===== src/inc/pic_pkg.sv =====
package pic_pkg;

    // Byte offsets on the register bus
    localparam logic [7:0] OFS_PRIMARY   = 8'h00;
    localparam logic [7:0] OFS_SECONDARY = 8'h04;
    localparam logic [7:0] OFS_TERTIARY  = 8'h08;
    localparam logic [7:0] OFS_EXTRA     = 8'h0C;
    localparam logic [7:0] OFS_EDGE_SEL  = 8'h10;

    // Implemented bits of each register
    localparam logic [7:0] MASK_PRIMARY   = 8'h7F;
    localparam logic [7:0] MASK_SECONDARY = 8'hFF;
    localparam logic [7:0] MASK_TERTIARY  = 8'hFF;
    localparam logic [7:0] MASK_EXTRA     = 8'h33;
    localparam logic [7:0] MASK_EDGE_SEL  = 8'hFF;

    localparam logic [7:0] RST_CTRL = 8'h00;

    // Primary register fields
    localparam int BIT_CMP_ZERO_F  = 6;
    localparam int BIT_EXT_ONE_F   = 5;
    localparam int BIT_EXT_ZERO_F  = 4;
    localparam int BIT_CMP_ZERO_E  = 3;
    localparam int BIT_EXT_ONE_E   = 2;
    localparam int BIT_EXT_ZERO_E  = 1;
    localparam int BIT_GLOBAL_E    = 0;
    // Secondary register fields
    localparam int BIT_ADC_F       = 7;
    localparam int BIT_MF_ONE_F    = 6;
    localparam int BIT_MF_ZERO_F   = 5;
    localparam int BIT_CMP_ONE_F   = 4;
    // Tertiary register fields
    localparam int BIT_MF_THREE_F  = 7;
    localparam int BIT_TB_ONE_F    = 6;
    localparam int BIT_TB_ZERO_F   = 5;
    localparam int BIT_MF_TWO_F    = 4;
    // Extra pin register fields
    localparam int BIT_EXT_THREE_F = 5;
    localparam int BIT_EXT_TWO_F   = 4;
    localparam int BIT_EXT_THREE_E = 1;
    localparam int BIT_EXT_TWO_E   = 0;

    // Two-bit edge selection per external pin
    localparam logic [1:0] EDGE_OFF  = 2'h0;
    localparam logic [1:0] EDGE_RISE = 2'h1;
    localparam logic [1:0] EDGE_FALL = 2'h2;
    localparam logic [1:0] EDGE_BOTH = 2'h3;

    localparam int NUM_EXT_PINS = 4;
    localparam int NUM_SOURCES  = 13;

endpackage : pic_pkg


===== src/pic_sync2.sv =====
module pic_sync2 (
    // Clock and reset
    input  wire logic clk_i,
    input  wire logic rst_i,
    // Asynchronous level in, synchronised level out
    input  wire logic async_i,
    output logic      sync_o
);

    logic meta_q;

    always_ff @(posedge clk_i) begin
        if (rst_i) begin
            meta_q <= 1'b0;
            sync_o <= 1'b0;
        end else begin
            meta_q <= async_i;
            sync_o <= meta_q;
        end
    end

endmodule : pic_sync2


===== src/pic_edge_det.sv =====
module pic_edge_det (
    // Clock and reset
    input  wire logic       clk_i,
    input  wire logic       rst_i,
    // Synchronised pin level and edge selection
    input  wire logic       level_i,
    input  wire logic [1:0] sel_i,
    // One-cycle event
    output logic            evt_o
);

    logic prev_q;
    logic prime_q;

    // Priming masks the first cycle after reset; a pin high out of reset still gives a rising edge, as the synchroniser resets low
    always_ff @(posedge clk_i) begin
        if (rst_i) begin
            prev_q  <= 1'b0;
            prime_q <= 1'b0;
        end else begin
            prev_q  <= level_i;
            prime_q <= 1'b1;
        end
    end

    always_comb begin
        evt_o = 1'b0;
        if (prime_q) begin
            case (sel_i)
                pic_pkg::EDGE_RISE: evt_o = level_i & ~prev_q;
                pic_pkg::EDGE_FALL: evt_o = ~level_i & prev_q;
                pic_pkg::EDGE_BOTH: evt_o = level_i ^ prev_q;
                default:            evt_o = 1'b0;
            endcase
        end
    end
endmodule : pic_edge_det


===== src/pic_intc_regs.sv =====
module pic_intc_regs #(
    parameter bit EXTRA_PINS = 1'b1
) (
    // Clock and reset
    input  wire logic        clk_i,
    input  wire logic        rst_i,
    // Wishbone slave
    input  wire logic        wb_cyc_i,
    input  wire logic        wb_stb_i,
    input  wire logic        wb_we_i,
    input  wire logic [7:0]  wb_adr_i,
    input  wire logic [3:0]  wb_sel_i,
    input  wire logic [31:0] wb_dat_i,
    output logic      [31:0] wb_dat_o,
    output logic             wb_ack_o,
    // Internal event pulses
    input  wire logic [1:0]  cmp_evt_i,
    input  wire logic        adc_evt_i,
    input  wire logic [3:0]  mf_evt_i,
    input  wire logic [1:0]  tb_evt_i,
    // External interrupt pins
    input  wire logic [3:0]  ext_pin_i,
    // Request to the core
    output logic             irq_o,
    output logic [3:0]       irq_vec_o
);

    localparam int NUM_SRC_W = pic_pkg::NUM_SOURCES;

    logic [7:0] ctrl_q [4];
    logic [7:0] ctrl_mask [4];
    logic [7:0] ctrl_ofs [4];
    logic [7:0] set_vec [4];
    logic [7:0] edge_sel_q;
    logic [3:0] ext_sync;
    logic [3:0] ext_evt;
    logic [3:0] wr_hit;
    logic       bus_req;
    logic       bus_wr;
    logic       edge_wr;
    logic [7:0] rd_byte;
    logic [NUM_SRC_W-1:0] src_pend;
    logic       any_pend;
    logic [3:0] vec_d;

    // Unused variant hides the extra pin register completely
    always_comb begin
        ctrl_mask[0] = pic_pkg::MASK_PRIMARY;
        ctrl_mask[1] = pic_pkg::MASK_SECONDARY;
        ctrl_mask[2] = pic_pkg::MASK_TERTIARY;
        ctrl_mask[3] = EXTRA_PINS ? pic_pkg::MASK_EXTRA : 8'h00;
        ctrl_ofs[0]  = pic_pkg::OFS_PRIMARY;
        ctrl_ofs[1]  = pic_pkg::OFS_SECONDARY;
        ctrl_ofs[2]  = pic_pkg::OFS_TERTIARY;
        ctrl_ofs[3]  = pic_pkg::OFS_EXTRA;
    end

    // Bus slave: ack one cycle after the request, for every address
    // A write lands on the edge where the master samples ack, not earlier
    assign bus_req = wb_cyc_i & wb_stb_i & ~wb_ack_o;
    assign bus_wr  = wb_cyc_i & wb_stb_i & wb_ack_o & wb_we_i & wb_sel_i[0];

    always_ff @(posedge clk_i) begin
        if (rst_i) begin
            wb_ack_o <= 1'b0;
        end else begin
            wb_ack_o <= bus_req;
        end
    end

    always_comb begin
        rd_byte = 8'h00;
        if ({wb_adr_i[7:2], 2'b00} == pic_pkg::OFS_PRIMARY) begin
            rd_byte = ctrl_q[0];
        end else if ({wb_adr_i[7:2], 2'b00} == pic_pkg::OFS_SECONDARY) begin
            rd_byte = ctrl_q[1];
        end else if ({wb_adr_i[7:2], 2'b00} == pic_pkg::OFS_TERTIARY) begin
            rd_byte = ctrl_q[2];
        end else if ({wb_adr_i[7:2], 2'b00} == pic_pkg::OFS_EXTRA) begin
            rd_byte = ctrl_q[3];
        end else if ({wb_adr_i[7:2], 2'b00} == pic_pkg::OFS_EDGE_SEL) begin
            rd_byte = edge_sel_q;
        end else begin
            rd_byte = 8'h00;
        end
    end

    always_ff @(posedge clk_i) begin
        if (rst_i) begin
            wb_dat_o <= 32'h0000_0000;
        end else if (bus_req && !wb_we_i) begin
            wb_dat_o <= {24'h00_0000, rd_byte};
        end
    end

    // External pins: synchronise, then detect the chosen edge
    for (genvar p = 0; p < pic_pkg::NUM_EXT_PINS; p++) begin : g_pin
        logic [1:0] pin_sel;
        assign pin_sel = (p < 2 || EXTRA_PINS) ? edge_sel_q[2*p+1:2*p] : pic_pkg::EDGE_OFF;

        pic_sync2 u_sync (
            .clk_i   (clk_i),
            .rst_i   (rst_i),
            .async_i (ext_pin_i[p]),
            .sync_o  (ext_sync[p])
        );

        pic_edge_det u_edge (
            .clk_i   (clk_i),
            .rst_i   (rst_i),
            .level_i (ext_sync[p]),
            .sel_i   (pin_sel),
            .evt_o   (ext_evt[p])
        );
    end

    assign edge_wr = bus_wr && {wb_adr_i[7:2], 2'b00} == pic_pkg::OFS_EDGE_SEL;

    always_ff @(posedge clk_i) begin
        if (rst_i) begin
            edge_sel_q <= pic_pkg::RST_CTRL;
        end else if (edge_wr) begin
            edge_sel_q <= wb_dat_i[7:0] & pic_pkg::MASK_EDGE_SEL;
        end
    end

    // Hardware events placed at their flag positions
    always_comb begin
        set_vec[0] = 8'h00;
        set_vec[1] = 8'h00;
        set_vec[2] = 8'h00;
        set_vec[3] = 8'h00;
        set_vec[0][pic_pkg::BIT_CMP_ZERO_F]  = cmp_evt_i[0];
        set_vec[0][pic_pkg::BIT_EXT_ONE_F]   = ext_evt[1];
        set_vec[0][pic_pkg::BIT_EXT_ZERO_F]  = ext_evt[0];
        set_vec[1][pic_pkg::BIT_ADC_F]       = adc_evt_i;
        set_vec[1][pic_pkg::BIT_MF_ONE_F]    = mf_evt_i[1];
        set_vec[1][pic_pkg::BIT_MF_ZERO_F]   = mf_evt_i[0];
        set_vec[1][pic_pkg::BIT_CMP_ONE_F]   = cmp_evt_i[1];
        set_vec[2][pic_pkg::BIT_MF_THREE_F]  = mf_evt_i[3];
        set_vec[2][pic_pkg::BIT_TB_ONE_F]    = tb_evt_i[1];
        set_vec[2][pic_pkg::BIT_TB_ZERO_F]   = tb_evt_i[0];
        set_vec[2][pic_pkg::BIT_MF_TWO_F]    = mf_evt_i[2];
        set_vec[3][pic_pkg::BIT_EXT_THREE_F] = ext_evt[3];
        set_vec[3][pic_pkg::BIT_EXT_TWO_F]   = ext_evt[2];
    end

    // Control registers; an event in a write cycle still sets its flag
    for (genvar r = 0; r < 4; r++) begin : g_ctrl
        assign wr_hit[r] = bus_wr && {wb_adr_i[7:2], 2'b00} == ctrl_ofs[r];

        always_ff @(posedge clk_i) begin
            if (rst_i) begin
                ctrl_q[r] <= pic_pkg::RST_CTRL;
            end else if (wr_hit[r]) begin
                ctrl_q[r] <= (wb_dat_i[7:0] | set_vec[r]) & ctrl_mask[r];
            end else begin
                ctrl_q[r] <= (ctrl_q[r] | set_vec[r]) & ctrl_mask[r];
            end
        end
    end

    // Per-source pending, index 0 has the highest priority
    always_comb begin
        src_pend[0]  = ctrl_q[0][pic_pkg::BIT_EXT_ZERO_F] & ctrl_q[0][pic_pkg::BIT_EXT_ZERO_E];
        src_pend[1]  = ctrl_q[0][pic_pkg::BIT_EXT_ONE_F] & ctrl_q[0][pic_pkg::BIT_EXT_ONE_E];
        src_pend[2]  = ctrl_q[0][pic_pkg::BIT_CMP_ZERO_F] & ctrl_q[0][pic_pkg::BIT_CMP_ZERO_E];
        src_pend[3]  = ctrl_q[1][4] & ctrl_q[1][0];
        src_pend[4]  = ctrl_q[1][5] & ctrl_q[1][1];
        src_pend[5]  = ctrl_q[1][6] & ctrl_q[1][2];
        src_pend[6]  = ctrl_q[1][7] & ctrl_q[1][3];
        src_pend[7]  = ctrl_q[2][4] & ctrl_q[2][0];
        src_pend[8]  = ctrl_q[2][5] & ctrl_q[2][1];
        src_pend[9]  = ctrl_q[2][6] & ctrl_q[2][2];
        src_pend[10] = ctrl_q[2][7] & ctrl_q[2][3];
        src_pend[11] = ctrl_q[3][pic_pkg::BIT_EXT_TWO_F] & ctrl_q[3][pic_pkg::BIT_EXT_TWO_E];
        src_pend[12] = ctrl_q[3][pic_pkg::BIT_EXT_THREE_F] & ctrl_q[3][pic_pkg::BIT_EXT_THREE_E];
    end

    assign any_pend = |src_pend;

    always_comb begin
        vec_d = 4'h0;
        for (int i = NUM_SRC_W - 1; i >= 0; i--) begin
            if (src_pend[i]) begin
                vec_d = 4'(i);
            end
        end
    end

    // Global enable gates the single request line
    always_ff @(posedge clk_i) begin
        if (rst_i) begin
            irq_o     <= 1'b0;
            irq_vec_o <= 4'h0;
        end else begin
            irq_o     <= ctrl_q[0][pic_pkg::BIT_GLOBAL_E] & any_pend;
            irq_vec_o <= vec_d;
        end
    end
endmodule : pic_intc_regs


===== config.mk =====
export PLATFORM = sky130hd
export DESIGN_NAME = pic_intc_regs
export DESIGN_NICKNAME = d
export VERILOG_FILES = /design/src/inc/pic_pkg.sv /design/src/pic_sync2.sv /design/src/pic_edge_det.sv /design/src/pic_intc_regs.sv
export SDC_FILE = /design/constraint.sdc
export NUM_CORES = 1
export LEC_CHECK = 0
export BUFFER_PORTS_ARGS = -buffer_cell sky130_fd_sc_hd__buf_2
export CAP_MARGIN = 25
export CELL_PAD_IN_SITES_DETAIL_PLACEMENT = 1
export CELL_PAD_IN_SITES_GLOBAL_PLACEMENT = 2
export CORE_MARGIN = 8
export CORE_UTILIZATION = 27
export DETAILED_ROUTE_END_ITERATION = 10
export PLACE_DENSITY_LB_ADDON = 0.1
export SLEW_MARGIN = 20
export SYNTH_ARGS = -nofsm -noshare
export SYNTH_HDL_FRONTEND = slang
export SYNTH_SLANG_ARGS = --single-unit

===== constraint.sdc =====
create_clock -name clk_i -period 1.9 [get_ports clk_i]
set_clock_uncertainty 0.1 [all_clocks]
set_input_delay 0.095 -clock clk_i [delete_from_list [all_inputs] [get_ports clk_i]]
set_output_delay 0.095 -clock clk_i [all_outputs]
set_load 0.01 [all_outputs]

Word level (Yosys, flattened, before mapping)

Memories as Yosys holds them, arrays and structs flattened.
Index checks and enable logic that the tools add are counted.

ROM bits: 0
Flip-flop bits (word level): 35
Input bits: 62
Bits in latches: 0
Output and inout port bits: 38
RAM bits: 32
Memories: 1
Word-level logic and storage cells: 168

Add/sub/neg operators: 0
$mul: 0
Equality and inequality tests: 16
Order comparisons: 0
Shift operators: 0
Div/mod/pow operators: 0
Reductions and logical operators: 14
Muxes and demuxes: 60
Bitwise gates (word level): 56

Memories:

| memory | depth | width | rd ports | clocked after memory_dff | wr ports | RTL line            | text |
|---|---|---|---|---|---|---|---|
| ctrl_q | 4     | 8     | 4        | 0                        | 4        | pic_intc_regs.sv:30 | `logic [7:0] ctrl_q [4];` |

Operators by type and width:

| cell                 | count |
|---|---|
| $mux W8              | 13 |
| $mux W1              | 32 |
| $or A8 B8 Y8         | 4 |
| $and A1 B1 Y1        | 27 |
| $mux W4              | 5 |
| $eq A2 B2 Y1 const B | 8 |
| $or A7 B7 Y7         | 2 |
| $reduce_or A13 Y1    | 1 |
| $eq A6 B2 Y1 const B | 2 |
| $mux W3              | 4 |
| $or A6 B6 Y6         | 2 |
| $pmux W1 S3          | 4 |
| $not A1 Y1           | 9 |
| $reduce_or A9 Y1     | 1 |
| $eq A2 B1 Y1 const B | 4 |
| $logic_not A8 Y1     | 1 |
| $or A1 B1 Y1         | 8 |
| $eq A6 B1 Y1 const B | 1 |
| $eq A6 B3 Y1 const B | 1 |
| $logic_and A1 B1 Y1  | 6 |
| $logic_not A6 Y1     | 1 |
| $reduce_or A5 Y1     | 1 |
| $mux W2              | 2 |
| $xor A1 B1 Y1        | 4 |
| other kinds (3)      | 3 |

Longest topological paths before layout

An unclocked memory read counts as a cell.

Word-level depth: 14
Depth in mapped cells: 6
Gate-level depth less buffers: 6

Hierarchy

Synthesis repeated with hierarchy kept, for this count alone.

Cell total of the unflattened synthesis: 351
Area total of the unflattened synthesis: 3321.9 um^2

By module, submodules not included:

| module        | cells an instance | sequential area each (um^2) | area an instance (um^2) | times used |
|---|---|---|---|---|
| pic_intc_regs | 283               | 1251.2                      | 2671.3                  | 1 |
| pic_edge_det  | 13                | 40.0                        | 110.1                   | 4 |
| pic_sync2     | 4                 | 40.0                        | 52.6                    | 4 |

Worst setup path after synthesis

OpenSTA, ideal clock, no wires.

Kind: in2reg
From: input wb_adr_i[7]
To: memory ctrl_q[0][0], enable pin
Arrival: 1.500 ns
Path buffers: 2
Setup slack: -0.009 ns
Required time: 1.491 ns
Library setup time: 0.309 ns
Stages: 6
Cells stage by stage: or3_1 -> buf_6 -> nand2b_1 -> clkbuf_1 -> or3_1 -> nand2_1

RTL lines:

| item            | RTL line            | text |
|---|---|---|
| start, declared | pic_intc_regs.sv:11 | `input wire logic [7:0] wb_adr_i,` |
| end, declared   | pic_intc_regs.sv:30 |  |

==> results.md <==
- Status: finished, final reports clean
- Largest stage delay on the critical path: 520 ps
- Slew headroom: 64.5%
- Total GRT Usage: 13.2%
- Post-synthesis sequential area ratio: 46.9%
- CTS Buf Count: 9
- Clock slew at reported path FFs: 50 ps
- R2R cell count: 4
- Mapped Area: 3220 um^2
- Detailed-route DRC error count: 0
- # IOs: 100
- Global-route wire length before repair: 15.9 mm
- Synthesized flop and latch total: 62
- DIE AREA: 15700 um^2
- CP dominant cell by count: buf_4
- Largest net degree at the start of global routing: 30
- RSZ-0062 raised after global routing: false
- CTS tree: built
- Final setup fails: 0
- Cell breakdown of the critical path: dlygate4sd3_1 > buf_2 > nand4_1 > buf_4 > nor4_4 > buf_4 > buf_12 > nor3_1 > a211oi_1
- Drt first pass iters: 4
- # clock sinks: 62
- Max Cap Viol: 0
- Sw frac: 24.4%
- Share of cells above drive strength 1: 20.4%
- DRT antenna net count: 0
- Vias in the first global route: 2953
- Via count: 2711
- Post-synth ARST share: 0%
- Slew at the pin closest to its max-slew limit: 519 ps
- Initial core utilization: 27.3%
- Initial antenna violation count: 0
- Routed WL: 9.92 mm
- Share of power burned in registers: 45.4%
- Synth cell count leaders: nor2_1 (39), dfxtp_1 (35), nand2_1 (29)
- YS warnings: 0
- Power Total: 3.29 mW
- Mean post-synth cell area: 9.54 um^2
- Critical path fanouts, max: 8
- Setup Fix Bufs, Post-CTS: 0
- Final hold viol count: 0
- Grt total ovfl: 0
- Setup ws final: 140 ps
- Clk_lat worst skew: 330 ps
- Synth area leader: edfxtp_1
- Most common flop cell mapped by yosys: dfxtp_1
- H-tree levels: 3
- Worst VDD drop: 392 uV
- Via/cell ratio: 4.68
- Row count: 40
- Leakage: 1.67 nW
- Input/output buffers: 46
- Final-report max-slew violation count: 0
- Fin crit share: 92.7%
- Top post-synthesis cells by area: edfxtp_1 (25%), dfxtp_1 (22%), buf_4 (5.6%), nor2_1 (4.5%), mux2i_1 (3.7%)
- Final #Nets: 498
- Syn Inst Count: 338
- Pre-CTS setup slack: -83.8 ps
- Post-synth EDFFs: 27
- Initial DRC count: 106
- Sw power: 802 uW
- Required @ worst endpoint: 1960 ps
- Cell count along the critical path: 9
- Setup crit start kind: primary input
- Crit path DAT: 1820 ps
- Top delay family on crit path: buffers and inverters
- Fin area: 4130 um^2
- Root buf cell: clkbuf_16
- Core area: 11800 um^2
- Worst Path Buf+Inv: 5
- WHS Path Cells: 3
- Comb pwr share: 9.9%
- Placed inst area: 3720 um^2
- CP endpoint kind: register
- Min-delay worst type: primary input to register
- Die height: 125 um
- Wire length per cell: 17.1 um
- Final min period: 1760 ps
- Number of inserted diodes: 0
- PwrDens: 797 nW/um^2
- Crit-path slowest cell: dlygate4sd3_1
- Synth-to-Final Area Change: 28.0%
- Synth top area share: 25.2%
- CTS max path bufs: 2
- P_int: 2.48 mW
- RD Place Congestion: 0.783
- Cells after DPL: 551
- Synth cell types: 40
- Critical path class: primary input to register
- Most frequent cell after synthesis: nor2_1
- Die width: 125 um
- Fmax: 0.568 GHz
- DPL Wire Length: 7.89 mm
- Clock share of power: 44.6%
- Cell Count, Final, Fillers Out: 579
## sequential cells by signal (all words and copies together) (netlist names)
register              count
ctrl_q                   27
g_pin.u_edge.prime_q      1
edge_sel_q                8
g_pin.u_edge.prev_q       4
irq_o                     1
wb_ack_o                  1
g_pin.u_sync.meta_q       4
g_pin.u_sync.sync_o       4
irq_vec_o                 4
wb_dat_o                  8
## layer usage
metal  global-route usage, %  vias up  wire [um]
met5                       0        -          0
met4                    5.52        0        177
met3                    3.91       14        499
met2                    23.2       55       5040
met1                    14.5     1309       4210
li1                        -     1333          -
## placed cells by master (no fill, tap or decap), types with 3 or more instances in the layout
cell           count
buf_2             46
nand2b_1          11
clkbuf_16          9
mux2i_1           12
nor2_1            39
dfxtp_1           35
ha_1               8
nand3_1            3
a22oi_1           15
nor4_4             3
a21oi_1           16
dlygate4sd3_1     13
nor3_1            11
a21boi_0           4
a2bb2oi_1          4
nor2b_1           11
o21a_1             3
o32ai_1            7
clkbuf_1           3
or3_1              3
conb_1            37
buf_4             20
a21o_1             4
inv_1             12
nand2_1           29
edfxtp_1          27
a211oi_1           9
o21ai_0           13
## worst paths after layout
| path | start | endpoint | slack, ps |
|---|---|---|---|
| max reg2reg | wb_ack_o$_SDFF_PP0_ | ctrl_q[1][12]$_DFFE_PP_ | 150 |
| min | wb_dat_i[5] | edge_sel_q[5]$_SDFFE_PP0P_ | 20 |
| max | wb_stb_i | ctrl_q[1][6]$_SDFFCE_PN0P_ | 140 |
| min reg2reg | g_pin[0].u_sync.meta_q$_SDFF_PP0_ | g_pin[0].u_sync.sync_o$_SDFF_PP0_ | 330 |
## worst register-to-register path: cells and delay by family (launching register included)
kind | cells | cell delay [ps]
muxes | 1 | 180
AOI/OAI and AO/OA | 1 | 80
DFF | 1 | 430
and+or+nand+nor | 2 | 720
## power by group through the flow
| stage | Combinational, mW | Sequential (mW) | Clock (mW) |
|---|---|---|---|
| 2_1_floorplan | 0.215 | 1.51 | 0 |
| 3_5_place_dp | 0.305 | 1.52 | 0 |
| 3_3_place_gp | 0.301 | 1.52 | 0 |
| 5_1_grt | 0.363 | 1.50 | 1.57 |
| 4_1_cts | 0.326 | 1.49 | 1.52 |
| 6_report | 0.326 | 1.49 | 1.47 |
## repair_timing
| action | 4_1_cts | 5_1_grt |
|---|---|---|
| endpoints found under the hold margin | 13 | 0 |
| hold buffers | 13 | 0 |
| resized for setup | 0 | 3 |
| endpoints found under the setup margin | 0 | 6 |
## stage by stage
| stage | hold WS [ps] | setup TNS, ps | utilization [%] |
|---|---|---|---|
| 4_1_cts | 21.9 | 0 | 34.8 |
| 6_report | 24.4 | 0 | 34.9 |
| 3_5_place_dp | 210 | -589 | 31.5 |
| 2_1_floorplan | 123 | -71.5 | - |
| 3_3_place_gp | 207 | -360 | 31.5 |
| 5_1_grt | 30.9 | 0 | 34.9 |
## cell families after synthesis
family,share of synthesized area [%]
AOI/OAI and AO/OA,18.0
other,0.233
DFF,46.9
adders and majority gates,3.11
muxes,3.73
buffers and inverters,8.85
and+or+nand+nor,19.2
## area by class of cell
| type | instances | area (um^2) |
|---|---|---|
| Inverter | 13 | 48.8 |
| Tap cell | 147 | 184 |
| Clock inverter | 2 | 8.76 |
| Clock buffer | 13 | 250 |
| Multi-Input combinational cell | 261 | 1570 |
| Timing Repair Buffer | 81 | 551 |
| Sequential cell | 62 | 1510 |
| Fill cell | 1399 | 7680 |
No activity file was read; power rests on OpenSTA's default activity.
